[config.mk]
export PLATFORM = sky130hd
export DESIGN_NAME = dddu_ctrl
export DESIGN_NICKNAME = d
export VERILOG_FILES = /design/src/shared/dddu_pkg.sv /design/src/hdl/dddu_sync.sv /design/src/hdl/dddu_frame.sv /design/src/hdl/dddu_ctrl.sv
export SDC_FILE = /design/constraint.sdc
export NUM_CORES = 1
export LEC_CHECK = 0
export ABC_CLOCK_PERIOD_IN_PS = 3000
export BUFFER_PORTS_ARGS = -buffer_cell sky130_fd_sc_hd__buf_4
export CAP_MARGIN = 20
export CORE_ASPECT_RATIO = 1.25
export CORE_MARGIN = 3
export CORE_UTILIZATION = 59
export DETAILED_ROUTE_END_ITERATION = 10
export GPL_ROUTABILITY_DRIVEN = 0
export PLACE_DENSITY_LB_ADDON = 0.3
export SYNTH_ARGS = -nofsm -noshare
export SYNTH_HDL_FRONTEND = slang
export SYNTH_SLANG_ARGS = --single-unit
[constraint.sdc]
create_clock -name pclk -period 3 [get_ports pclk]
set_input_delay 0.6 -clock pclk [delete_from_list [all_inputs] [get_ports pclk]]
set_output_delay 0.6 -clock pclk [all_outputs]
set_load 0.1 [all_outputs]
[src/shared/dddu_pkg.sv]
// Purpose: shared constants and types of the dual converter update and clear control
// Assumes: 16-bit codes, two channels, 24-bit serial frames
// Notes:   apb offsets are byte addresses of aligned 32-bit words
package dddu_pkg;
    // ----------------------------------------------------------------
    // sizes
    // ----------------------------------------------------------------
    localparam int DDDU_CHANNELS = 2;
    localparam int DDDU_CODE_W   = 16;
    localparam int DDDU_FRAME_W  = 24;
    localparam logic [4:0] DDDU_FRAME_BITS = 5'h18;
    localparam logic [4:0] DDDU_FRAME_SAT  = 5'h19;
    localparam int DDDU_PIN_N    = 6;
    // ----------------------------------------------------------------
    // apb register offsets
    // ----------------------------------------------------------------
    localparam logic [7:0] DDDU_CTRL_OFF   = 8'h00;
    localparam logic [7:0] DDDU_RANGE_OFF  = 8'h04;
    localparam logic [7:0] DDDU_POWER_OFF  = 8'h08;
    localparam logic [7:0] DDDU_CODE0_OFF  = 8'h0c;
    localparam logic [7:0] DDDU_CODE1_OFF  = 8'h10;
    localparam logic [7:0] DDDU_STATUS_OFF = 8'h14;
    // ----------------------------------------------------------------
    // field positions
    // ----------------------------------------------------------------
    localparam int DDDU_CTRL_CLRSEL_BIT  = 0;
    localparam int DDDU_CTRL_CLRCMD_BIT  = 1;
    localparam int DDDU_STAT_CLR_BIT     = 0;
    localparam int DDDU_STAT_BADFRM_BIT  = 1;
    localparam int DDDU_RANGE_STRIDE     = 4;
    // ----------------------------------------------------------------
    // reset values
    // ----------------------------------------------------------------
    localparam logic [15:0] DDDU_RST_CODE  = 16'h0000;
    localparam logic [2:0]  DDDU_RST_RANGE = 3'h0;
    localparam logic        DDDU_RST_POWER = 1'b0;
    localparam logic        DDDU_RST_CTRL  = 1'b0;
    // ----------------------------------------------------------------
    // serial frame decode
    // ----------------------------------------------------------------
    localparam logic [2:0] DDDU_SEL_DAC   = 3'h0;
    localparam logic [2:0] DDDU_SEL_RANGE = 3'h1;
    localparam logic [2:0] DDDU_SEL_POWER = 3'h2;
    localparam logic [2:0] DDDU_SEL_CTRL  = 3'h3;
    localparam logic [2:0] DDDU_ADR_ALL   = 3'h4;
    localparam logic [2:0] DDDU_ADR_CFG   = 3'h1;
    localparam logic [2:0] DDDU_ADR_CLEAR = 3'h4;
    // ----------------------------------------------------------------
    // codes and ranges
    // ----------------------------------------------------------------
    localparam logic [15:0] DDDU_CODE_ZERO = 16'h0000;
    localparam logic [15:0] DDDU_CODE_MID  = 16'h8000;
    localparam logic [2:0]  DDDU_RANGE_BIP = 3'h3;
    // ----------------------------------------------------------------
    // types
    // ----------------------------------------------------------------
    typedef struct packed {
        logic        rw;
        logic [2:0]  sel;
        logic        pad;
        logic [2:0]  adr;
        logic [15:0] data;
    } dddu_frame_t;

    typedef struct packed {
        logic        powered;
        logic [2:0]  range;
        logic [15:0] code;
    } dddu_chan_t;

    typedef enum logic {DDDU_FRM_IDLE, DDDU_FRM_SHIFT} dddu_frm_state_t;
endpackage

[src/hdl/dddu_sync.sv]
// Purpose: two-stage synchroniser for the pin inputs
// Assumes: pins are asynchronous to pclk
// Notes:   every bit resets high, the idle level of the pins
`timescale 1ns/1ps
`default_nettype none
module dddu_sync import dddu_pkg::*; (
    input  wire logic                  pclk,
    input  wire logic                  presetn,
    input  wire logic [DDDU_PIN_N-1:0] pin_i,
    output logic      [DDDU_PIN_N-1:0] pin_s
);
    logic [DDDU_PIN_N-1:0] meta_q;
    logic [DDDU_PIN_N-1:0] sync_q;

    genvar b;
    generate
        for (b = 0; b < DDDU_PIN_N; b++) begin : g_bit
            always_ff @(posedge pclk or negedge presetn) begin
                if (!presetn) begin
                    meta_q[b] <= 1'b1;
                    sync_q[b] <= 1'b1;
                end else begin
                    meta_q[b] <= pin_i[b];
                    sync_q[b] <= meta_q[b];
                end
            end
        end
    endgenerate

    assign pin_s = sync_q;
endmodule
`default_nettype wire

[src/hdl/dddu_frame.sv]
// Purpose: serial frame receiver on sampled serial clock and frame sync
// Assumes: inputs already synchronised to pclk
// Notes:   a frame is valid only with exactly 24 falling serial edges
`timescale 1ns/1ps
`default_nettype none
module dddu_frame import dddu_pkg::*; (
    input  wire logic  pclk,
    input  wire logic  presetn,
    input  wire logic  sclk_s,
    input  wire logic  sync_n_s,
    input  wire logic  sdin_s,
    output logic       frame_done,
    output logic       frame_ok,
    output dddu_frame_t frame
);
    dddu_frm_state_t          state_q;
    logic                     sclk_prev_q;
    logic                     sync_prev_q;
    logic [4:0]               cnt_q;
    logic [DDDU_FRAME_W-1:0]  sr_q;
    logic                     done_q;
    logic                     ok_q;
    logic                     sclk_fall;
    logic                     sync_fall;
    logic                     sync_rise;

    assign sclk_fall = sclk_prev_q & ~sclk_s;
    assign sync_fall = sync_prev_q & ~sync_n_s;
    assign sync_rise = ~sync_prev_q & sync_n_s;

    always_ff @(posedge pclk or negedge presetn) begin
        if (!presetn) begin
            sclk_prev_q <= 1'b1;
            sync_prev_q <= 1'b1;
        end else begin
            sclk_prev_q <= sclk_s;
            sync_prev_q <= sync_n_s;
        end
    end

    always_ff @(posedge pclk or negedge presetn) begin
        if (!presetn) begin
            state_q <= DDDU_FRM_IDLE;
        end else begin
            unique case (state_q)
                DDDU_FRM_IDLE: if (sync_fall) state_q <= DDDU_FRM_SHIFT;
                DDDU_FRM_SHIFT: if (sync_rise) state_q <= DDDU_FRM_IDLE;
            endcase
        end
    end

    // count falling edges and shift msb first
    always_ff @(posedge pclk or negedge presetn) begin
        if (!presetn) begin
            cnt_q <= 5'h00;
            sr_q  <= '0;
        end else if (sync_fall) begin
            cnt_q <= 5'h00;
        end else if (state_q == DDDU_FRM_SHIFT && sclk_fall) begin
            cnt_q <= (cnt_q == DDDU_FRAME_SAT) ? cnt_q : cnt_q + 5'h01;
            sr_q  <= {sr_q[DDDU_FRAME_W-2:0], sdin_s};
        end
    end

    always_ff @(posedge pclk or negedge presetn) begin
        if (!presetn) begin
            done_q <= 1'b0;
            ok_q   <= 1'b0;
        end else begin
            done_q <= (state_q == DDDU_FRM_SHIFT) && sync_rise;
            ok_q   <= (cnt_q == DDDU_FRAME_BITS);
        end
    end

    assign frame_done = done_q;
    assign frame_ok   = ok_q;
    assign frame      = dddu_frame_t'(sr_q);
endmodule
`default_nettype wire

[src/hdl/dddu_ctrl.sv]
// Purpose: update, clear, power and coding control of a dual voltage converter
// Assumes: pin inputs asynchronous; apb on pclk; converter takes offset-binary codes
// Notes:   apb answers with one wait state; writes and serial frames share registers
//
// The implementer's own choices: the APB interface to the registers and the address map.
`timescale 1ns/1ps
`default_nettype none
// Summary of operation
// load strobe low through a frame: addressed channel updates at frame end
// load strobe high through a frame: hold, then update all on strobe fall
// clear pin low forces outputs to zero-scale or midscale by clear select bit
// after clear release outputs keep cleared value until reprogrammed
// no output update of any kind while clear pin is low
// clear command in control register performs the same clear
// reset loads every register with zero, all channels powered down
// reset range of every channel is the 5 V unipolar range
// data writes to a powered-down channel are discarded
// host sets ranges, then powers channels, then writes codes
// unipolar ranges use straight binary codes
// bipolar ranges use offset binary or twos complement per coding pin
// offset binary: 8000 is zero, ffff positive, 0000 negative extreme
// twos complement: 0000 is zero, 7fff positive, 8000 negative extreme
// frames without exactly 24 falling serial edges are invalid
// twos complement converts to offset binary by inverting the msb
module dddu_ctrl import dddu_pkg::*; (
    input  wire logic        pclk,
    input  wire logic        presetn,
    input  wire logic        psel,
    input  wire logic        penable,
    input  wire logic        pwrite,
    input  wire logic [7:0]  paddr,
    input  wire logic [31:0] pwdata,
    output logic      [31:0] prdata,
    output logic             pready,
    output logic             pslverr,
    input  wire logic        sclk,
    input  wire logic        sync_n,
    input  wire logic        sdin,
    input  wire logic        load_update_strobe_n,
    input  wire logic        clear_outputs_n,
    input  wire logic        bipolar_coding_select,
    output dddu_chan_t [DDDU_CHANNELS-1:0] dac_o
);
    // ----------------------------------------------------------------
    // pin synchronisers and frame receiver
    // ----------------------------------------------------------------
    logic [DDDU_PIN_N-1:0] pins_s;
    logic                  sclk_s;
    logic                  sync_n_s;
    logic                  sdin_s;
    logic                  load_update_strobe_n_n_s;
    logic                  clr_n_s;
    logic                  bin_s;
    logic                  frame_done;
    logic                  frame_ok;
    dddu_frame_t           frame;

    dddu_sync u_sync (
        .pclk    (pclk),
        .presetn (presetn),
        .pin_i   ({bipolar_coding_select, clear_outputs_n, load_update_strobe_n,
                   sdin, sync_n, sclk}),
        .pin_s   (pins_s)
    );

    assign {bin_s, clr_n_s, load_update_strobe_n_n_s, sdin_s, sync_n_s, sclk_s} = pins_s;

    dddu_frame u_frame (
        .pclk       (pclk),
        .presetn    (presetn),
        .sclk_s     (sclk_s),
        .sync_n_s   (sync_n_s),
        .sdin_s     (sdin_s),
        .frame_done (frame_done),
        .frame_ok   (frame_ok),
        .frame      (frame)
    );

    // ----------------------------------------------------------------
    // code conversion
    // ----------------------------------------------------------------
    function automatic logic [15:0] to_dac(input logic [15:0] code,
                                           input logic [2:0]  range,
                                           input logic        offs_bin);
        logic bip;
        bip = (range >= DDDU_RANGE_BIP);
        if (bip && !offs_bin) begin
            to_dac = {~code[15], code[14:0]};
        end else begin
            to_dac = code;
        end
    endfunction

    function automatic logic [15:0] clr_code(input logic [2:0] range,
                                             input logic       mid);
        logic bip;
        bip = (range >= DDDU_RANGE_BIP);
        clr_code = (bip ^ mid) ? DDDU_CODE_MID : DDDU_CODE_ZERO;
    endfunction

    // ----------------------------------------------------------------
    // apb slave
    // ----------------------------------------------------------------
    logic        pready_q;
    logic        pslverr_q;
    logic [31:0] prdata_q;
    logic [31:0] rdata_d;
    logic        hit_d;
    logic        apb_wr;
    logic        apb_rd_phase;
    logic        clrsel_q;
    logic        clr_cmd_q;
    logic        badfrm_q;
    logic        clear_now;
    logic [1:0][15:0] act_w;
    logic [1:0][15:0] in_w;
    logic [1:0][15:0] wr_code_w;
    logic [1:0][15:0] clr_w;
    logic [1:0][2:0]  range_w;
    logic [1:0]       power_w;
    logic [1:0]       dac_wr;

    assign apb_rd_phase = psel && penable && !pready_q;
    assign apb_wr       = psel && penable && pready_q && pwrite && !pslverr_q;

    always_comb begin
        rdata_d = 32'h0000_0000;
        hit_d   = 1'b1;
        unique case (paddr)
            DDDU_CTRL_OFF: rdata_d[DDDU_CTRL_CLRSEL_BIT] = clrsel_q;
            DDDU_RANGE_OFF: begin
                rdata_d[2:0] = range_w[0];
                rdata_d[DDDU_RANGE_STRIDE +: 3] = range_w[1];
            end
            DDDU_POWER_OFF: rdata_d[1:0] = power_w;
            DDDU_CODE0_OFF: rdata_d[15:0] = act_w[0];
            DDDU_CODE1_OFF: rdata_d[15:0] = act_w[1];
            DDDU_STATUS_OFF: begin
                rdata_d[DDDU_STAT_CLR_BIT]    = ~clr_n_s;
                rdata_d[DDDU_STAT_BADFRM_BIT] = badfrm_q;
            end
            default: hit_d = 1'b0;
        endcase
    end

    always_ff @(posedge pclk or negedge presetn) begin
        if (!presetn) begin
            pready_q  <= 1'b0;
            pslverr_q <= 1'b0;
            prdata_q  <= 32'h0000_0000;
        end else begin
            pready_q  <= apb_rd_phase;
            pslverr_q <= apb_rd_phase && !hit_d;
            if (apb_rd_phase) begin
                prdata_q <= pwrite ? 32'h0000_0000 : rdata_d;
            end
        end
    end

    assign prdata  = prdata_q;
    assign pready  = pready_q;
    assign pslverr = pslverr_q;

    // ----------------------------------------------------------------
    // control, clear command and frame status
    // ----------------------------------------------------------------
    logic ser_ok;
    logic ser_ctrl;

    assign ser_ok   = frame_done && frame_ok && !frame.rw;
    assign ser_ctrl = ser_ok && frame.sel == DDDU_SEL_CTRL;

    always_ff @(posedge pclk or negedge presetn) begin
        if (!presetn) begin
            clrsel_q <= DDDU_RST_CTRL;
        end else if (ser_ctrl && frame.adr == DDDU_ADR_CFG) begin
            clrsel_q <= frame.data[DDDU_CTRL_CLRSEL_BIT];
        end else if (apb_wr && paddr == DDDU_CTRL_OFF) begin
            clrsel_q <= pwdata[DDDU_CTRL_CLRSEL_BIT];
        end
    end

    always_ff @(posedge pclk or negedge presetn) begin
        if (!presetn) begin
            clr_cmd_q <= 1'b0;
        end else begin
            clr_cmd_q <= (ser_ctrl && frame.adr == DDDU_ADR_CLEAR) ||
                         (apb_wr && paddr == DDDU_CTRL_OFF && pwdata[DDDU_CTRL_CLRCMD_BIT]);
        end
    end

    // sticky invalid-frame flag, set wins over write-one clear
    always_ff @(posedge pclk or negedge presetn) begin
        if (!presetn) begin
            badfrm_q <= 1'b0;
        end else if (frame_done && !frame_ok) begin
            badfrm_q <= 1'b1;
        end else if (apb_wr && paddr == DDDU_STATUS_OFF && pwdata[DDDU_STAT_BADFRM_BIT]) begin
            badfrm_q <= 1'b0;
        end
    end

    assign clear_now = !clr_n_s || clr_cmd_q;

    // ----------------------------------------------------------------
    // update mode tracking
    // ----------------------------------------------------------------
    logic sync_prev_q;
    logic load_update_strobe_n_prev_q;
    logic hi_seen_q;
    logic load_update_strobe_n_fall;

    assign load_update_strobe_n_fall = load_update_strobe_n_prev_q && !load_update_strobe_n_n_s && sync_n_s;

    always_ff @(posedge pclk or negedge presetn) begin
        if (!presetn) begin
            sync_prev_q <= 1'b1;
            load_update_strobe_n_prev_q <= 1'b1;
            hi_seen_q   <= 1'b0;
        end else begin
            sync_prev_q <= sync_n_s;
            load_update_strobe_n_prev_q <= load_update_strobe_n_n_s;
            if (sync_prev_q && !sync_n_s) begin
                hi_seen_q <= load_update_strobe_n_n_s;
            end else if (!sync_n_s && load_update_strobe_n_n_s) begin
                hi_seen_q <= 1'b1;
            end
        end
    end

    // ----------------------------------------------------------------
    // per-channel registers
    // ----------------------------------------------------------------
    genvar ch;
    generate
        for (ch = 0; ch < DDDU_CHANNELS; ch++) begin : g_ch
            logic [15:0] in_q;
            logic [15:0] act_q;
            logic [2:0]  range_q;
            logic        power_q;
            logic        addr_hit;

            assign addr_hit = frame.adr == DDDU_ADR_ALL || frame.adr == 3'(ch * 2);
            assign dac_wr[ch] = ser_ok && frame.sel == DDDU_SEL_DAC && addr_hit
                                && power_q;
            assign wr_code_w[ch] = to_dac(frame.data, range_q, bin_s);
            assign clr_w[ch] = clr_code(range_q, clrsel_q);

            always_ff @(posedge pclk or negedge presetn) begin
                if (!presetn) begin
                    range_q <= DDDU_RST_RANGE;
                end else if (ser_ok && frame.sel == DDDU_SEL_RANGE && addr_hit) begin
                    range_q <= frame.data[2:0];
                end else if (apb_wr && paddr == DDDU_RANGE_OFF) begin
                    range_q <= pwdata[ch * DDDU_RANGE_STRIDE +: 3];
                end
            end

            always_ff @(posedge pclk or negedge presetn) begin
                if (!presetn) begin
                    power_q <= DDDU_RST_POWER;
                end else if (ser_ok && frame.sel == DDDU_SEL_POWER) begin
                    power_q <= frame.data[ch];
                end else if (apb_wr && paddr == DDDU_POWER_OFF) begin
                    power_q <= pwdata[ch];
                end
            end

            always_ff @(posedge pclk or negedge presetn) begin
                if (!presetn) begin
                    in_q <= DDDU_RST_CODE;
                end else if (clear_now) begin
                    in_q <= clr_w[ch];
                end else if (dac_wr[ch]) begin
                    in_q <= wr_code_w[ch];
                end
            end

            always_ff @(posedge pclk or negedge presetn) begin
                if (!presetn) begin
                    act_q <= DDDU_RST_CODE;
                end else if (clear_now) begin
                    act_q <= clr_w[ch];
                end else if (dac_wr[ch] && !hi_seen_q) begin
                    act_q <= wr_code_w[ch];
                end else if (load_update_strobe_n_fall) begin
                    act_q <= in_q;
                end
            end

            assign act_w[ch]   = act_q;
            assign in_w[ch]    = in_q;
            assign range_w[ch] = range_q;
            assign power_w[ch] = power_q;
            assign dac_o[ch]   = '{powered: power_q, range: range_q, code: act_q};
        end
    endgenerate

    // ----------------------------------------------------------------
    // assertions
    // ----------------------------------------------------------------
    indiv_update_a: assert property (@(posedge pclk) disable iff (!presetn)
        dac_wr[0] && !hi_seen_q && !clear_now |=> act_w[0] == $past(wr_code_w[0]))
        else $error("individual update did not load channel 0");
    simul_hold_a: assert property (@(posedge pclk) disable iff (!presetn)
        dac_wr[1] && hi_seen_q && !clear_now && !load_update_strobe_n_fall |=> $stable(act_w[1]))
        else $error("output changed before load strobe");
    simul_update_a: assert property (@(posedge pclk) disable iff (!presetn)
        load_update_strobe_n_fall && !clear_now && dac_wr == 2'b00 |=> act_w == $past(in_w))
        else $error("load strobe fall did not update all channels");
    clear_force_a: assert property (@(posedge pclk) disable iff (!presetn)
        !clr_n_s ##1 !clr_n_s |-> act_w[0] == $past(clr_w[0]) && in_w[0] == $past(clr_w[0]))
        else $error("clear pin did not force clear code");
    hold_value_a: assert property (@(posedge pclk) disable iff (!presetn)
        !clear_now && !dac_wr[0] && !load_update_strobe_n_fall |=> act_w[0] == $past(act_w[0]))
        else $error("output moved without a programming event");
    clear_block_a: assert property (@(posedge pclk) disable iff (!presetn)
        !clr_n_s && (load_update_strobe_n_fall || dac_wr[1]) |=> act_w[1] == $past(clr_w[1]))
        else $error("update passed while clear held");
    cmd_clear_a: assert property (@(posedge pclk) disable iff (!presetn)
        apb_wr && paddr == DDDU_CTRL_OFF && pwdata[DDDU_CTRL_CLRCMD_BIT]
        |=> ##1 act_w[1] == $past(clr_w[1]))
        else $error("clear command had no effect");
    pd_discard_a: assert property (@(posedge pclk) disable iff (!presetn)
        ser_ok && frame.sel == DDDU_SEL_DAC && !power_w[0] && !clear_now
        |=> $stable(in_w[0]))
        else $error("write to powered-down channel was taken");
    twos_msb_a: assert property (@(posedge pclk) disable iff (!presetn)
        dac_wr[0] && !hi_seen_q && !clear_now && !bin_s && range_w[0] >= DDDU_RANGE_BIP
        |=> act_w[0] == {~$past(frame.data[15]), $past(frame.data[14:0])})
        else $error("twos complement code not converted");
    unipolar_a: assert property (@(posedge pclk) disable iff (!presetn)
        dac_wr[0] && !hi_seen_q && !clear_now && range_w[0] < DDDU_RANGE_BIP
        |=> act_w[0] == $past(frame.data))
        else $error("unipolar code altered");

    indiv_c: cover property (@(posedge pclk) disable iff (!presetn)
        dac_wr[0] && !hi_seen_q && !clear_now);
    simul_c: cover property (@(posedge pclk) disable iff (!presetn)
        dac_wr[1] && hi_seen_q ##[1:200] load_update_strobe_n_fall);
    clear_c: cover property (@(posedge pclk) disable iff (!presetn)
        $fell(clr_n_s) ##[1:400] $rose(clr_n_s));
    badfrm_c: cover property (@(posedge pclk) disable iff (!presetn)
        frame_done && !frame_ok);
endmodule
`default_nettype wire

Word-level counts from Yosys, hierarchy flattened
Cells that the tools add are included.

Output and inout port bits: 74. Logic and storage cells: 174. Bits of input ports: 51. Register bits: 157.

Multiplexer cells: 42. Reduce and logical (&&, ||, !) cells: 68. Add/subtract/negate cells: 1. Bitwise operators: 12. $lt $le $gt $ge: 2. Equality and inequality tests: 14.

Operators with widths (count): 16-bit two-way mux (15); 1-bit logical AND (37); 9-bit case mux with 2 select lines (1); 2-bit nonzero test (9); 8-bit by 4-bit equality test with 1-bit output, second input constant (2); 8-bit by 5-bit equality test with 1-bit output, second input constant (2); 5-bit two-way mux (3); 1-bit two-way mux (13); 3-bit two-way mux (4); 5-bit equality test, second input constant (2); 1-bit zero test (10); 3-bit by 2-bit equality test with 1-bit output, second input constant (3); 3-bit case mux with 3 select lines (1); 8-bit by 3-bit equality test with 1-bit output, second input constant (1); 8-bit zero test (1); 1-bit NOT (7); 3-bit by 1-bit equality test with 1-bit output, second input constant (2); 3-bit by 2-bit >= comparator with 1-bit output, second input constant (2); 3-bit zero test (2); 1-bit case mux with 6 select lines (1); 3-bit nonzero test (2); 6-bit OR reduction (1); 5-bit by 1-bit adder with 5-bit output, second input constant (1); 1-bit case mux with 5 select lines (1); other kinds (8) (16).

Longest topological paths before layout
Gate-level depths: netlist of the first run.

Word-level depth: 8. Depth in mapped cells: 6. Gate-level depth less buffers: 6.

By module
From an unflattened synthesis of the first run, not the netlist that was laid out.

Cell total of the unflattened synthesis: 541. Area total of the unflattened synthesis: 6487.5 µm².

Modules (own cells, without submodules): dddu_ctrl (area an instance 4777.1 µm², cells each 434, sequential area each 2404.8 µm², instances 1); dddu_frame (area an instance 1395.1 µm², cells each 95, sequential area each 853.3 µm², instances 1); dddu_sync (area an instance 315.3 µm², cells each 12, sequential area each 315.3 µm², instances 1).

Least setup slack after synthesis of the first run
No wires, ideal clock.

Kind: register -> register. Start: register pready_q (netlist: pready). End: register clrsel_q. Slack: 0.514 ns. Data required time: 2.872 ns. Arrival time: 2.358 ns. Clock period less this slack: 2.486 ns. Library setup time: 0.128 ns. Stages on the path, launching flop included: 5. Path through: dfrtp_1 > or4b_4 > nor4_1 > mux2_2 > mux2_1.

Longest elaborated chain between the ends: 5.

Ends and longest elaborated chain: start, declared (RTL line dddu_ctrl.sv:104) `logic pready_q;`; start signal, assigned (RTL line dddu_ctrl.sv:152) `pready_q <= apb_rd_phase;`; 1-bit logical AND (3 in series) (RTL line dddu_ctrl.sv:124) `assign apb_wr = psel && penable && pready_q && pwrite && !pslverr_q;`; 1-bit logical AND (RTL line dddu_ctrl.sv:178) `end else if (apb_wr && paddr == DDDU_CTRL_OFF) begin`; 2-bit nonzero test (no source line); end signal, assigned (RTL line dddu_ctrl.sv:177) `clrsel_q <= frame.data[DDDU_CTRL_CLRSEL_BIT];`; end signal, assigned (RTL line dddu_ctrl.sv:179) `clrsel_q <= pwdata[DDDU_CTRL_CLRSEL_BIT];`; end, declared (RTL line dddu_ctrl.sv:111) `logic clrsel_q;`.

Every way passes these cells. A chain may end at the register's enable or synchronous reset.

Worst setup path in the final report of the first run
Start: register u_frame.sr_q[22] (netlist: u_frame.frame[22]). End: register g_ch[1].act_q[0].

Longest elaborated chain between the ends: 7. Elaborated cells on any way between the ends: 8. Those cells by class: mux (2); reduce/logical (6).

Ends and longest elaborated chain: start, declared (RTL line dddu_frame.sv:20) `logic [DDDU_FRAME_W-1:0] sr_q;`; start signal, assigned (RTL line dddu_frame.sv:61) `sr_q <= {sr_q[DDDU_FRAME_W-2:0], sdin_s};`; 3-bit zero test * (RTL line dddu_ctrl.sv:244) `assign dac_wr[ch] = ser_ok && frame.sel == DDDU_SEL_DAC && addr_hit`; 1-bit logical AND * (2 in series) (RTL line dddu_ctrl.sv:244); 1-bit logical AND * (RTL line dddu_ctrl.sv:245) `&& power_q;`; 1-bit logical AND * (RTL line dddu_ctrl.sv:284) `end else if (dac_wr[ch] && !hi_seen_q) begin`; 16-bit two-way mux (RTL line dddu_ctrl.sv:284); 16-bit two-way mux (RTL line dddu_ctrl.sv:282) `end else if (clear_now) begin`; end signal, assigned (RTL line dddu_ctrl.sv:283) `act_q <= clr_w[ch];`; end signal, assigned (RTL line dddu_ctrl.sv:285) `act_q <= wr_code_w[ch];`; end signal, assigned (RTL line dddu_ctrl.sv:287) `act_q <= in_q;`; end, declared (RTL line dddu_ctrl.sv:238) `logic [15:0] act_q;`.

Mark *: on every way between the ends. The rest lies on a longest branch, timed or not.

==> results of run 1 <==
-- where the power goes --
group	switching, W	internal, W
sequential	0.000114	0.00197
clock	0.000804	0.00126
combinational	0.000234	0.000104
total	0.00115	0.00334
-- placed cells by master, fill, tap and decap left out, drive strengths merged, types with 5 or more instances in the layout --
cell / count
dfrtp: 126
buf: 93
nor2: 56
mux2i: 45
a22o: 35
a211oi: 30
mux2: 26
clkbuf: 20
conb: 16
dfstp: 15
and2: 13
nand2: 12
a21oi: 12
a221o: 11
inv: 10
nand3: 7
clkinv: 7
o21ai: 6
nor2b: 5
nand2b: 5
xor2: 5
nor4: 5
-- path summary, 6_finish.rpt --
check	slack [ns]	cells after the start	endpoint
min in group pclk	0.29	1	u_sync.meta_q[5]
max	0.68	5	g_ch[1].act_q[0]
max in group asynchronous	1.98	2	g_ch[0].act_q[11]
max reg2reg	0.68	5	g_ch[1].act_q[0]
min reg2reg	0.35	0	u_sync.pin_s[3]
min	0.21	1	u_frame.frame[20]
-- metrics by stage --
stage / cells / setup WS (ns)
after floorplan: 540 / 0.514
after global placement: 711 / 0.567
after detailed placement: 711 / 0.494
after CTS: 743 / 0.727
after global routing: 743 / 0.496
final: 743 / 0.677
-- critical path, delay by kind of cell (launching register included) --
kind / cells / cell delay (ns)
AOI/OAI and AO/OA: 1 / 0.26
buffers and inverters: 2 / 0.68
DFF: 1 / 0.39
and+or+nand+nor: 2 / 0.89
-- logic make-up after synthesis --
| kind of cell | count (synthesis) |
|---|---|
| DFF | 141 |
| and+or+nand+nor | 128 |
| AOI/OAI and AO/OA | 110 |
| muxes | 71 |
| buffers and inverters | 61 |
| xor gates and xnor gates | 9 |
| adders and majority gates | 4 |
| other | 1 |
-- synth_stat cells (3+ instances only) --
master and number:
nor2_1 56, nor3b_1 4, and2_1 13, nor2b_1 5
nand2_1 12, nand4_1 3, buf_1 5, buf_2 9
nand3b_1 4, and4b_1 3, o21ai_0 5, buf_4 18
inv_1 10, ha_1 3, mux2_2 25, nand3_1 7
xnor2_1 4, dfrtp_1 126, xor2_1 5, a211oi_1 30
a22o_1 35, a31oi_1 3, dfstp_2 15, mux2i_1 45
clkbuf_1 19, a221o_1 11, a21oi_1 12, a22oi_1 4
nor4_4 3, nand2b_1 5
-- registers in the layout (all words and copies together) (netlist names) --
| register | flops |
|---|---|
| u_frame.frame | 24 |
| hi_seen_q | 1 |
| u_frame.frame_done | 1 |
| clr_cmd_q | 1 |
| g_ch.range_q | 6 |
| u_frame.sclk_prev_q | 1 |
| clrsel_q | 1 |
| pslverr | 1 |
| g_ch.in_q | 32 |
| u_sync.pin_s | 6 |
| badfrm_q | 1 |
| pready | 1 |
| prdata | 16 |
| u_frame.cnt_q | 5 |
| u_frame.sync_prev_q | 1 |
| u_sync.meta_q | 6 |
| u_frame.state_q | 1 |
| g_ch.act_q | 32 |
| u_frame.frame_ok | 1 |
| g_ch.power_q | 2 |
| load_update_strobe_n_prev_q | 1 |
-- layer usage --
metal	track usage, %	vias to the layer above
met5	0	-
met4	12.2	0
met3	5.33	37
met2	42.2	167
met1	32.7	2309
li1	-	2041
-- cell type report --
cell class,count,share of cell area (%)
well taps,129,2.13
repair buffers,93,9.59
multi-input cells,338,33.1
clock buffers,20,6.45
clock inverters,12,1.45
flip-flops and latches,141,46.8
inverters,10,0.495
==> out/summary.log, run 1 <==
[critical_path] startpoint of the lowest-slack register-to-register path u_frame.frame[22]
[die] die footprint 12000 um2
[yosys] fraction of the mapped netlist area in adder cells 0.754%
[critical_path] largest stage delay on the critical path 0.55 ns
[yosys] Synth Cell Area 6310 um2
[critical_path] critical path's slowest cell nand4_1
[drt] via/cell ratio 6.13
[yosys] Post-Syn Area per Cell 12.0 um2
[critical_path] cell type with the highest occurrence count on the critical path buf_4
[die] number of primary I/O pins 125
[drt] met2 routed WL 7380 um
[clock_tree] TritonCTS clock tree done
[timing] Period minus WS final 2.32 ns
[finish] FF/Latch Area 3550 um2
[critical_path] Worst EP arrival 2.63 ns
[yosys] number of cells produced by synthesis 525
[yosys] Synth Flop Type dfrtp_1
[clock_tree] buffer count from post-CTS setup fixing 0
[die] core region area 10300 um2
[clock_tree] Resized cells post-CTS 0
[finish] Filler Cells Inserted 668
[finish] area of combinational cells with multiple inputs 2510 um2
[yosys] flip-flop and latch count after synthesis 141
[clock_tree] hold-fix buffers at CTS 0
[clock_tree] Max Root-Sink Buffers 2
[yosys] largest family of logic cells by synthesized area compound AO/OA/AOI/OAI gates
[placement] area of placed instances 6980 um2
[yosys] async set-or-reset flop fraction in the synthesized netlist 100%
[yosys] count of yosys warnings during synthesis 0
[power_and_ir_drop] largest vdd supply drop 0.000424 V
[drt] Routed Wire Length 14500 um
[min_path] worst min path class input port to asynchronous set/reset pin
[drt] average routed wire per standard cell 19.5 um
[finish] ratio of cells with drive above 1 in the final layout 28.0%
[timing] timing-limited maximum frequency 430 MHz
[global_routing] maximum number of pins on one net before global-route repair 81
[critical_path] CP max FO 20
[yosys] largest cells by area after synthesis dfrtp_1 (50%), mux2i_1 (7.1%), dfstp_2 (6.3%)
[global_routing] number of antenna violations at the first check in global routing 0
[global_routing] total global-route track usage 25.6%
[finish] Antenna diodes 0
[drt] post-detailed-route DRC marker count 0
[finish] total number of nets in the final design 655
[clock_tree] clock root buffer master clkbuf_16
[global_routing] wire length of the first global-routing pass 23900 um
[drt] Met1 Wirelength 5990 um
[global_routing] vias in the first global route 4619
[critical_path] Worst Setup End Kind flop
[placement] number of buffer cells added on primary ports 82
[yosys] multiplexer area fraction after synthesis 11.8%
[yosys] synthesized-area fraction occupied by ao, oa, aoi and oai cells 13.6%
[clock_tree] Reg clk slew, reported paths 0.06 ns
[timing] final worst-path cycle share 77.4%
[clock_tree] worst-skew pair later-pin latency 0.41 ns
[drt] Via Count 4554
[finish] Post-Route Utilization 73.9%
[drt] first-iteration detailed-routing DRC count 328
[yosys] number of enable flip-flop cells after synthesis 0
[yosys] area share of and/or/nand/nor cells after synthesis 11.4%
[power_and_ir_drop] Leak 3.78 nW
[die] die width 98.5 um
[critical_path] source of the critical timing path u_frame.frame[22]
[timing] count of final max-slew check failures 0
[timing] setup repair after global routing missed its margin no
[clock_tree] CTS H-tree lvls 4
[critical_path] critical-path cell list nor4bb_1 > buf_4 > nand4_1 > buf_4 > a211oi_1
[yosys] top cell type by total area after synthesis dfrtp_1
[critical_path] crit path kind flop to flop
[placement] sum of net half-perimeters after detailed placement 9770 um
[power_and_ir_drop] power density relative to cell area 592 nW/um2
[drt] Highest Signal Layer met4
[global_routing] Remaining Overflow, GRT 0
[timing] Slew HR 44.9%
[timing] worst clock skew 0.00898 ns
[run] max-capacitance violation count 0
[timing] final hold slack 0.208 ns
[die] effective utilization at floorplan 61.5%
[yosys] share of Yosys cell area claimed by the top area cell type 50.0%
[timing] total negative slack 0 ns
[critical_path] endpoint required time on the critical path 3.31 ns
[drt] Antenna Nets Post-Route 0
[finish] area of all placed cells without fillers 7580 um2
[yosys] Seq/Total Area, Yosys 56.3%
[drt] met3 WL 729 um
[timing] number of endpoints with negative hold slack in the final report 0
[drt] DR pass1 iterations 5
[power_and_ir_drop] total power draw 0.00449 W
[yosys] Yosys cell types 50
[clock_tree] total clock sinks 141
[die] # rows 41
[timing] transition time at the pin with the least slew margin 0.824 ns
[finish] layout overhead on the synthesized area 20.2%
[critical_path] crit path launch type flop
[status] outcome complete, no violations
[clock_tree] Inserted Clock Buffers 17
[timing] number of setup violations in the final report 0
[die] height of the die 122 um
[yosys] xor and xnor fraction of the mapped netlist area 1.25%
No activity file was read; power rests on OpenSTA's default activity.
==> run 2, diff against run 1 <==
Settings changed: ABC_CLOCK_PERIOD_IN_PS 3000 to 2300, CORE_UTILIZATION 59 to 55.
Clock period 3 ns to 2.3 ns, I/O delays scaled along.
==> run 2 against run 1 <==
Against the previous run: sequential share of layout area fell by 0.70 points; sequential cell count is the same; setup slack worse by 0.40 ns; critical path depth is the same; critical path type unchanged; largest cell class unchanged.
==> out/summary.log, run 2 (synthesis gave the netlist of run 1 again) <==
[status] outcome complete, no violations
[placement] area of placed instances 7060 um2 [+1.1%]
[timing] final worst-path cycle share 88.1% [+11 points]
[run] max-capacitance violation count 0 [unchanged]
[critical_path] crit path launch type flop
[global_routing] number of antenna violations at the first check in global routing 0 [unchanged]
[timing] setup repair after global routing missed its margin no
[placement] sum of net half-perimeters after detailed placement 9660 um [-1.2%]
[drt] Routed Wire Length 14900 um [+2.4%]
[drt] DR pass1 iterations 5 [unchanged]
[critical_path] R2R cell count 5 [unchanged]
[finish] Filler Cells Inserted 785 [+18%]
[die] core region area 11100 um2 [+8.5%]
[finish] FF/Latch Area 3550 um2 [about the same]
[clock_tree] Max Root-Sink Buffers 2 [unchanged]
[timing] transition time at the pin with the least slew margin 0.637 ns [-0.187 ns]
[finish] area of combinational cells with multiple inputs 2510 um2 [unchanged]
[drt] Antenna Nets Post-Route 0 [unchanged]
[finish] total number of nets in the final design 667 [+1.8%]
[finish] layout overhead on the synthesized area 22.1%
[drt] post-detailed-route DRC marker count 0 [unchanged]
[global_routing] total global-route track usage 24.1% [-1.5 points]
[clock_tree] CTS H-tree lvls 4 [unchanged]
[timing] final hold slack 0.00760 ns [-0.200 ns]
[critical_path] Worst Setup End Kind flop
[finish] most common library cell in the layout ignoring fill and taps dfrtp_1
[clock_tree] hold-fix buffers at CTS 0 [unchanged]
[timing] Period minus WS final 2.03 ns [-0.298 ns]
[clock_tree] TritonCTS clock tree done
[timing] worst clock skew 0.00927 ns [+0.000292 ns]
[critical_path] Worst EP arrival 2.33 ns [-0.30 ns]
[timing] Slew HR 57.5% [+13 points]
[clock_tree] clock root buffer master clkbuf_16
[clock_tree] worst-skew pair later-pin latency 0.41 ns [about the same]
[clock_tree] buffer count from post-CTS setup fixing 0 [unchanged]
[die] die width 102 um [+3.4%]
[critical_path] crit path kind flop to flop
[power_and_ir_drop] total power draw 0.00607 W [+35%]
[finish] Post-Route Utilization 69.1% [-4.8 points]
[clock_tree] Resized cells post-CTS 0 [unchanged]
[clock_tree] Reg clk slew, reported paths 0.06 ns [about the same]
[global_routing] maximum number of pins on one net before global-route repair 62 [-23%]
[clock_tree] Inserted Clock Buffers 17 [unchanged]
[finish] area of all placed cells without fillers 7700 um2 [+1.6%]
[critical_path] startpoint of the lowest-slack register-to-register path u_frame.frame[22]
[drt] first-iteration detailed-routing DRC count 276 [-16%]
[finish] ratio of cells with drive above 1 in the final layout 29.1% [+1.1 points]
[drt] via/cell ratio 6.06 [-1.2%]
[timing] count of final max-slew check failures 0 [unchanged]
[timing] number of endpoints with negative hold slack in the final report 0 [unchanged]
[global_routing] wire length of the first global-routing pass 23900 um [about the same]
[die] die footprint 12800 um2 [+6.9%]
[placement] number of buffer cells added on primary ports 82 [unchanged]
[die] # rows 43 [+4.9%]
[min_path] worst min path class input port to asynchronous set/reset pin
[finish] Antenna diodes 0 [unchanged]
[drt] Via Count 4602 [+1.1%]
[finish] commonest non-fill, non-tap cells in the layout dfrtp_1 (125), buf_4 (102), nor2_1 (55), mux2i_1 (45), a22o_1 (35)
[critical_path] endpoint required time on the critical path 2.60 ns [-0.71 ns]
[global_routing] vias in the first global route 4659 [+0.87%]
[timing] total negative slack 0 ns [unchanged]
[critical_path] CP max FO 16 [-20%]
[power_and_ir_drop] power density relative to cell area 788 nW/um2 [+33%]
[die] effective utilization at floorplan 56.6% [-4.8 points]
[timing] timing-limited maximum frequency 494 MHz [+15%]
[critical_path] worst setup slack for register-to-register paths 0.27 ns [-0.40 ns]
[global_routing] Remaining Overflow, GRT 0 [unchanged]
[power_and_ir_drop] largest vdd supply drop 0.000559 V [+32%]
[die] height of the die 126 um [+3.4%]
[power_and_ir_drop] Leak 3.85 nW [+1.8%]
[critical_path] capturing instance or port of the critical path g_ch[0].in_q[15]
[timing] number of setup violations in the final report 0 [unchanged]
[critical_path] RR Endpoint g_ch[0].in_q[15]
[drt] average routed wire per standard cell 19.6 um [+0.15%]
[critical_path] source of the critical timing path u_frame.frame[22]
[clock_tree] total clock sinks 141 [unchanged]
[die] number of primary I/O pins 125 [unchanged]
run 2: cell count changes in the layout (fill, tap and decap cells not counted):
cell,delta
clkinvlp_4,-2
buf_8,+1
dfrtp_1,-1
inv_6,+1
clkbuf_16,-2
buf_4,+12
clkbuf_8,+1
clkbuf_1,+2
bufinv_16,+3
buf_12,-1
clkinv_4,-3
dfrtp_2,+1
clkinv_2,-1
run 2: how the worst min path moves through the flow:
stage	startpoint	end	slack, ns
after floorplan	presetn	badfrm_q	0.16
after global placement	u_sync.meta_q[5]	u_sync.pin_s[5]	0.35
after detailed placement	u_sync.meta_q[3]	u_sync.pin_s[3]	0.35
after CTS	presetn	g_ch[1].in_q[9]	0.03
after global routing	presetn	g_ch[1].in_q[9]	0.03
final	presetn	g_ch[1].in_q[9]	0.008
run 2: final cells by class:
cell class	count	share of cell area, %
sequential	141	46.1
tap	135	2.19
multi-input combinational	338	32.6
clock inverter	10	2.11
clock buffer	21	5.98
timing repair buffer	105	10.5
inverter	10	0.487
run 2: metal layers:
metal | global-route usage [%] | routed length, um | vias up
met5 | 0 | 0 | -
met4 | 7.90 | 271 | 0
li1 | - | - | 2062
met2 | 41.8 | 7900 | 145
met1 | 29.7 | 6040 | 2373
met3 | 5.10 | 668 | 22
run 2: worst max-delay path: stages (launching register included):
cell	delay [ns]
dfrtp_1	0.39
nor4bb_1	0.38
nand2_1	0.27
o31a_1	0.35
buf_4	0.21
a221oi_1	0.32
run 2: where the power goes:
group / internal (W) / switching (W)
Sequential: 0.00257 / 0.000153
Combinational: 0.000144 / 0.000312
Clock: 0.00187 / 0.00102
run 2: per-stage QoR:
stage / instances / setup WS [ns]
after global routing: 760 / 0.0703
after floorplan: 540 / 0.0232
after global placement: 728 / 0.100
after CTS: 759 / 0.141
after detailed placement: 728 / 0.0715
final: 760 / 0.275
==> run 3, diff against run 2 <==
Settings changed: ABC_CLOCK_PERIOD_IN_PS 2300 to 1650, CORE_UTILIZATION 55 to 50.
Clock period 2.3 ns to 1.65 ns, I/O delays scaled along.
==> run 3 against run 2 <==
Against the previous run: the flow now finishes with violations (negative setup slack); power is 42% higher; worst hold slack better by 0.012 ns; first-iteration DRC count is 32% higher; setup slack worse by 0.48 ns; utilization is 2.4 points higher; sequential power is 41% higher; via count is 7.3% higher; sequential cell count stayed put; maximum frequency is 8.9% higher; wire length is 18% higher; global-route usage hardly changed; sequential share of layout area is 5.3 points lower; highest routed layer unchanged.
==> out/summary.log, run 3 (synthesis gave the netlist of run 1 again) <==
[power_and_ir_drop] largest vdd supply drop 0.000742 V [+33%]
[clock_tree] clock root buffer master clkbuf_16
[timing] Final Worst Setup Slack -0.209 ns [-0.484 ns]
[timing] worst clock skew 0.0110 ns [+0.00168 ns]
[finish] commonest non-fill, non-tap cells in the layout dfrtp_1 (118), buf_4 (116), mux2i_1 (44), a22o_1 (35), nor2_1 (32)
[run] max-capacitance violation count 0 [unchanged]
[die] die footprint 14000 um2 [+9.5%]
[global_routing] vias in the first global route 4830 [+3.7%]
[global_routing] number of antenna violations at the first check in global routing 0 [unchanged]
[timing] setup repair after global routing missed its margin yes
[global_routing] Remaining Overflow, GRT 0 [unchanged]
[timing] final worst-path cycle share 113% [+25 points]
[timing] number of setup violations in the final report 78 [+78]
[clock_tree] total clock sinks 141 [unchanged]
[drt] Via Count 4937 [+7.3%]
[finish] Post-Route Utilization 71.5% [+2.4 points]
[status] violations in the final reports negative setup slack
[timing] Slew HR 61.2% [+3.7 points]
[clock_tree] Max Root-Sink Buffers 2 [unchanged]
[status] outcome finished, violations left
[finish] layout overhead on the synthesized area 38.5%
[finish] Antenna diodes 0 [unchanged]
[clock_tree] CTS H-tree lvls 4 [unchanged]
[global_routing] wire length of the first global-routing pass 26200 um [+9.4%]
[die] effective utilization at floorplan 51.6% [-5.0 points]
[placement] number of buffer cells added on primary ports 82 [unchanged]
[die] number of primary I/O pins 125 [unchanged]
[finish] ratio of cells with drive above 1 in the final layout 44.6% [+15 points]
[drt] post-detailed-route DRC marker count 0 [unchanged]
[critical_path] Buffers & Inverters on Critical Path 1 [unchanged]
[drt] first-iteration detailed-routing DRC count 364 [+32%]
[die] # rows 45 [+4.7%]
[critical_path] R2R cell count 5 [unchanged]
[drt] DR pass1 iterations 5 [unchanged]
[timing] count of final max-slew check failures 0 [unchanged]
[timing] number of endpoints with negative hold slack in the final report 0 [unchanged]
[finish] most common library cell in the layout ignoring fill and taps dfrtp_1
[min_path] worst hold stages 1
[power_and_ir_drop] power density relative to cell area 987 nW/um2 [+25%]
[die] core region area 12200 um2 [+9.7%]
[critical_path] RR Endpoint clrsel_q
[min_path] worst min path class input port to flop
[critical_path] largest stage delay on the critical path 0.40 ns [about the same]
[clock_tree] worst-skew pair later-pin latency 0.42 ns [about the same]
[finish] total number of nets in the final design 709 [+6.3%]
[critical_path] Worst EP arrival 2.15 ns [-0.18 ns]
[placement] sum of net half-perimeters after detailed placement 10600 um [+9.3%]
[critical_path] number of cells on the critical path 5 [unchanged]
[critical_path] startpoint of the lowest-slack register-to-register path u_frame.frame[22]
[timing] timing-limited maximum frequency 538 MHz [+8.9%]
[clock_tree] Inserted Clock Buffers 17 [unchanged]
[timing] transition time at the pin with the least slew margin 0.581 ns [-0.0553 ns]
[clock_tree] Reg clk slew, reported paths 0.06 ns [about the same]
[placement] Inst Count DP 785 [+7.8%]
[drt] Antenna Nets Post-Route 0 [unchanged]
[drt] Routed Wire Length 17600 um [+18%]
[min_path] endpoint of the worst hold-timing path u_sync.meta_q[2]
[die] height of the die 132 um [+4.6%]
[critical_path] endpoint required time on the critical path 1.94 ns [-0.66 ns]
[critical_path] critical-path cell list nor4bb_2 > buf_4 > nand3_1 > nor3b_2 > mux2_4
[clock_tree] TritonCTS clock tree done
[timing] total negative slack -8.58 ns [-8.58 ns]
[power_and_ir_drop] Leak 4.21 nW [+9.4%]
[critical_path] CP max FO 4 [-12]
[global_routing] total global-route track usage 24.1% [-0.040 points]
[critical_path] cell family with the largest share of critical-path delay simple AND/OR/NAND/NOR gates
[critical_path] critical path's slowest cell dfrtp_1
[critical_path] worst setup slack for register-to-register paths -0.21 ns [-0.48 ns]
[drt] via/cell ratio 5.93 [-2.0%]
[placement] area of placed instances 7500 um2 [+6.1%]
[die] die width 106 um [+4.6%]
[drt] average routed wire per standard cell 21.1 um [+7.9%]
[timing] Period minus WS final 1.86 ns [-0.166 ns]
[finish] final instance count without filler cells 832 [+9.5%]
[critical_path] crit path kind flop to flop
[finish] area of all placed cells without fillers 8730 um2 [+13%]
[global_routing] maximum number of pins on one net before global-route repair 39 [-37%]
[min_path] hold_sp sdin
[critical_path] crit path launch type flop
[critical_path] Worst Setup End Kind flop
[run 3: changes by cell type in the layout (fill, tap and decap cells not counted), moves of 4 or more]
cell       previous run  this run
a211oi_2              0        21
buf_6                 1        11
buf_12                1        12
clkbuf_16            17        21
dfrtp_2               1         6
buf_4               102       116
a211oi_1             30         8
nor2_2                1        11
and2_4                0         4
dfrtp_1             125       118
nor2_1               55        32
o21ai_0               5         1
nor2_4                0        13
[run 3: layer usage]
layer	share of wire [%]	GRT usage (%)	vias to the layer above
li1	-	-	2152
met3	5.1	5.11	56
met4	3.2	9.52	0
met5	0	0	-
met1	40	30.1	2521
met2	52	40.6	208
[run 3: what timing repair did]
| item | CTS | global route |
|---|---|---|
| setup endpoints to repair | 84 | 78 |
| hold buffers | 1 | 0 |
| gates cloned | 4 | 3 |
| gates resized for setup | 52 | 48 |
| setup buffers | 5 | 5 |
| endpoints found under the hold margin | 19 | 0 |
| pin swaps | 7 | 20 |
[run 3: through the flow]
step / hold WS [ns] / power [W] / setup slack (ns)
after floorplan: 0.0344 / 0.00425 / -0.437
after global placement: 0.263 / 0.00449 / -0.308
after detailed placement: 0.264 / 0.00452 / -0.348
after CTS: 0.00848 / 0.00861 / -0.200
after global routing: 0.00484 / 0.00890 / -0.229
final: 0.0196 / 0.00862 / -0.209
[run 3: final cells by class]
type / count / area [um2]
clock buffers: 24 / 523
clock inverters: 8 / 126
fillers: 756 / 3480
inverters: 10 / 37.5
multi-input cells: 340 / 2910
flip-flops and latches: 141 / 3560
well taps: 164 / 205
repair buffers: 145 / 1380
[run 3: worst reg2reg max path: cells and delay by family, from the launching register on]
family,cells,cell delay [ns]
buffers and inverters,1,0.21
multiplexers,1,0.33
flip-flops,1,0.40
AND/OR/NAND/NOR,3,0.80
[run 3: worst max path at each step]
stage,start,end,slack (ns)
after global placement,paddr[2],clrsel_q,-0.31
after detailed placement,paddr[2],clrsel_q,-0.35
final,u_frame.frame[22],clrsel_q,-0.21
after global routing,u_frame.frame[22],g_ch[1].in_q[2],-0.23
after CTS,u_frame.frame[23],g_ch[1].in_q[1],-0.20
after floorplan,pslverr,clrsel_q,-0.44
[run 3: where the power goes]
part	switching, W	internal (W)
Clock	0.00140	0.00267
Sequential	0.000248	0.00359
Combinational	0.000470	0.000251
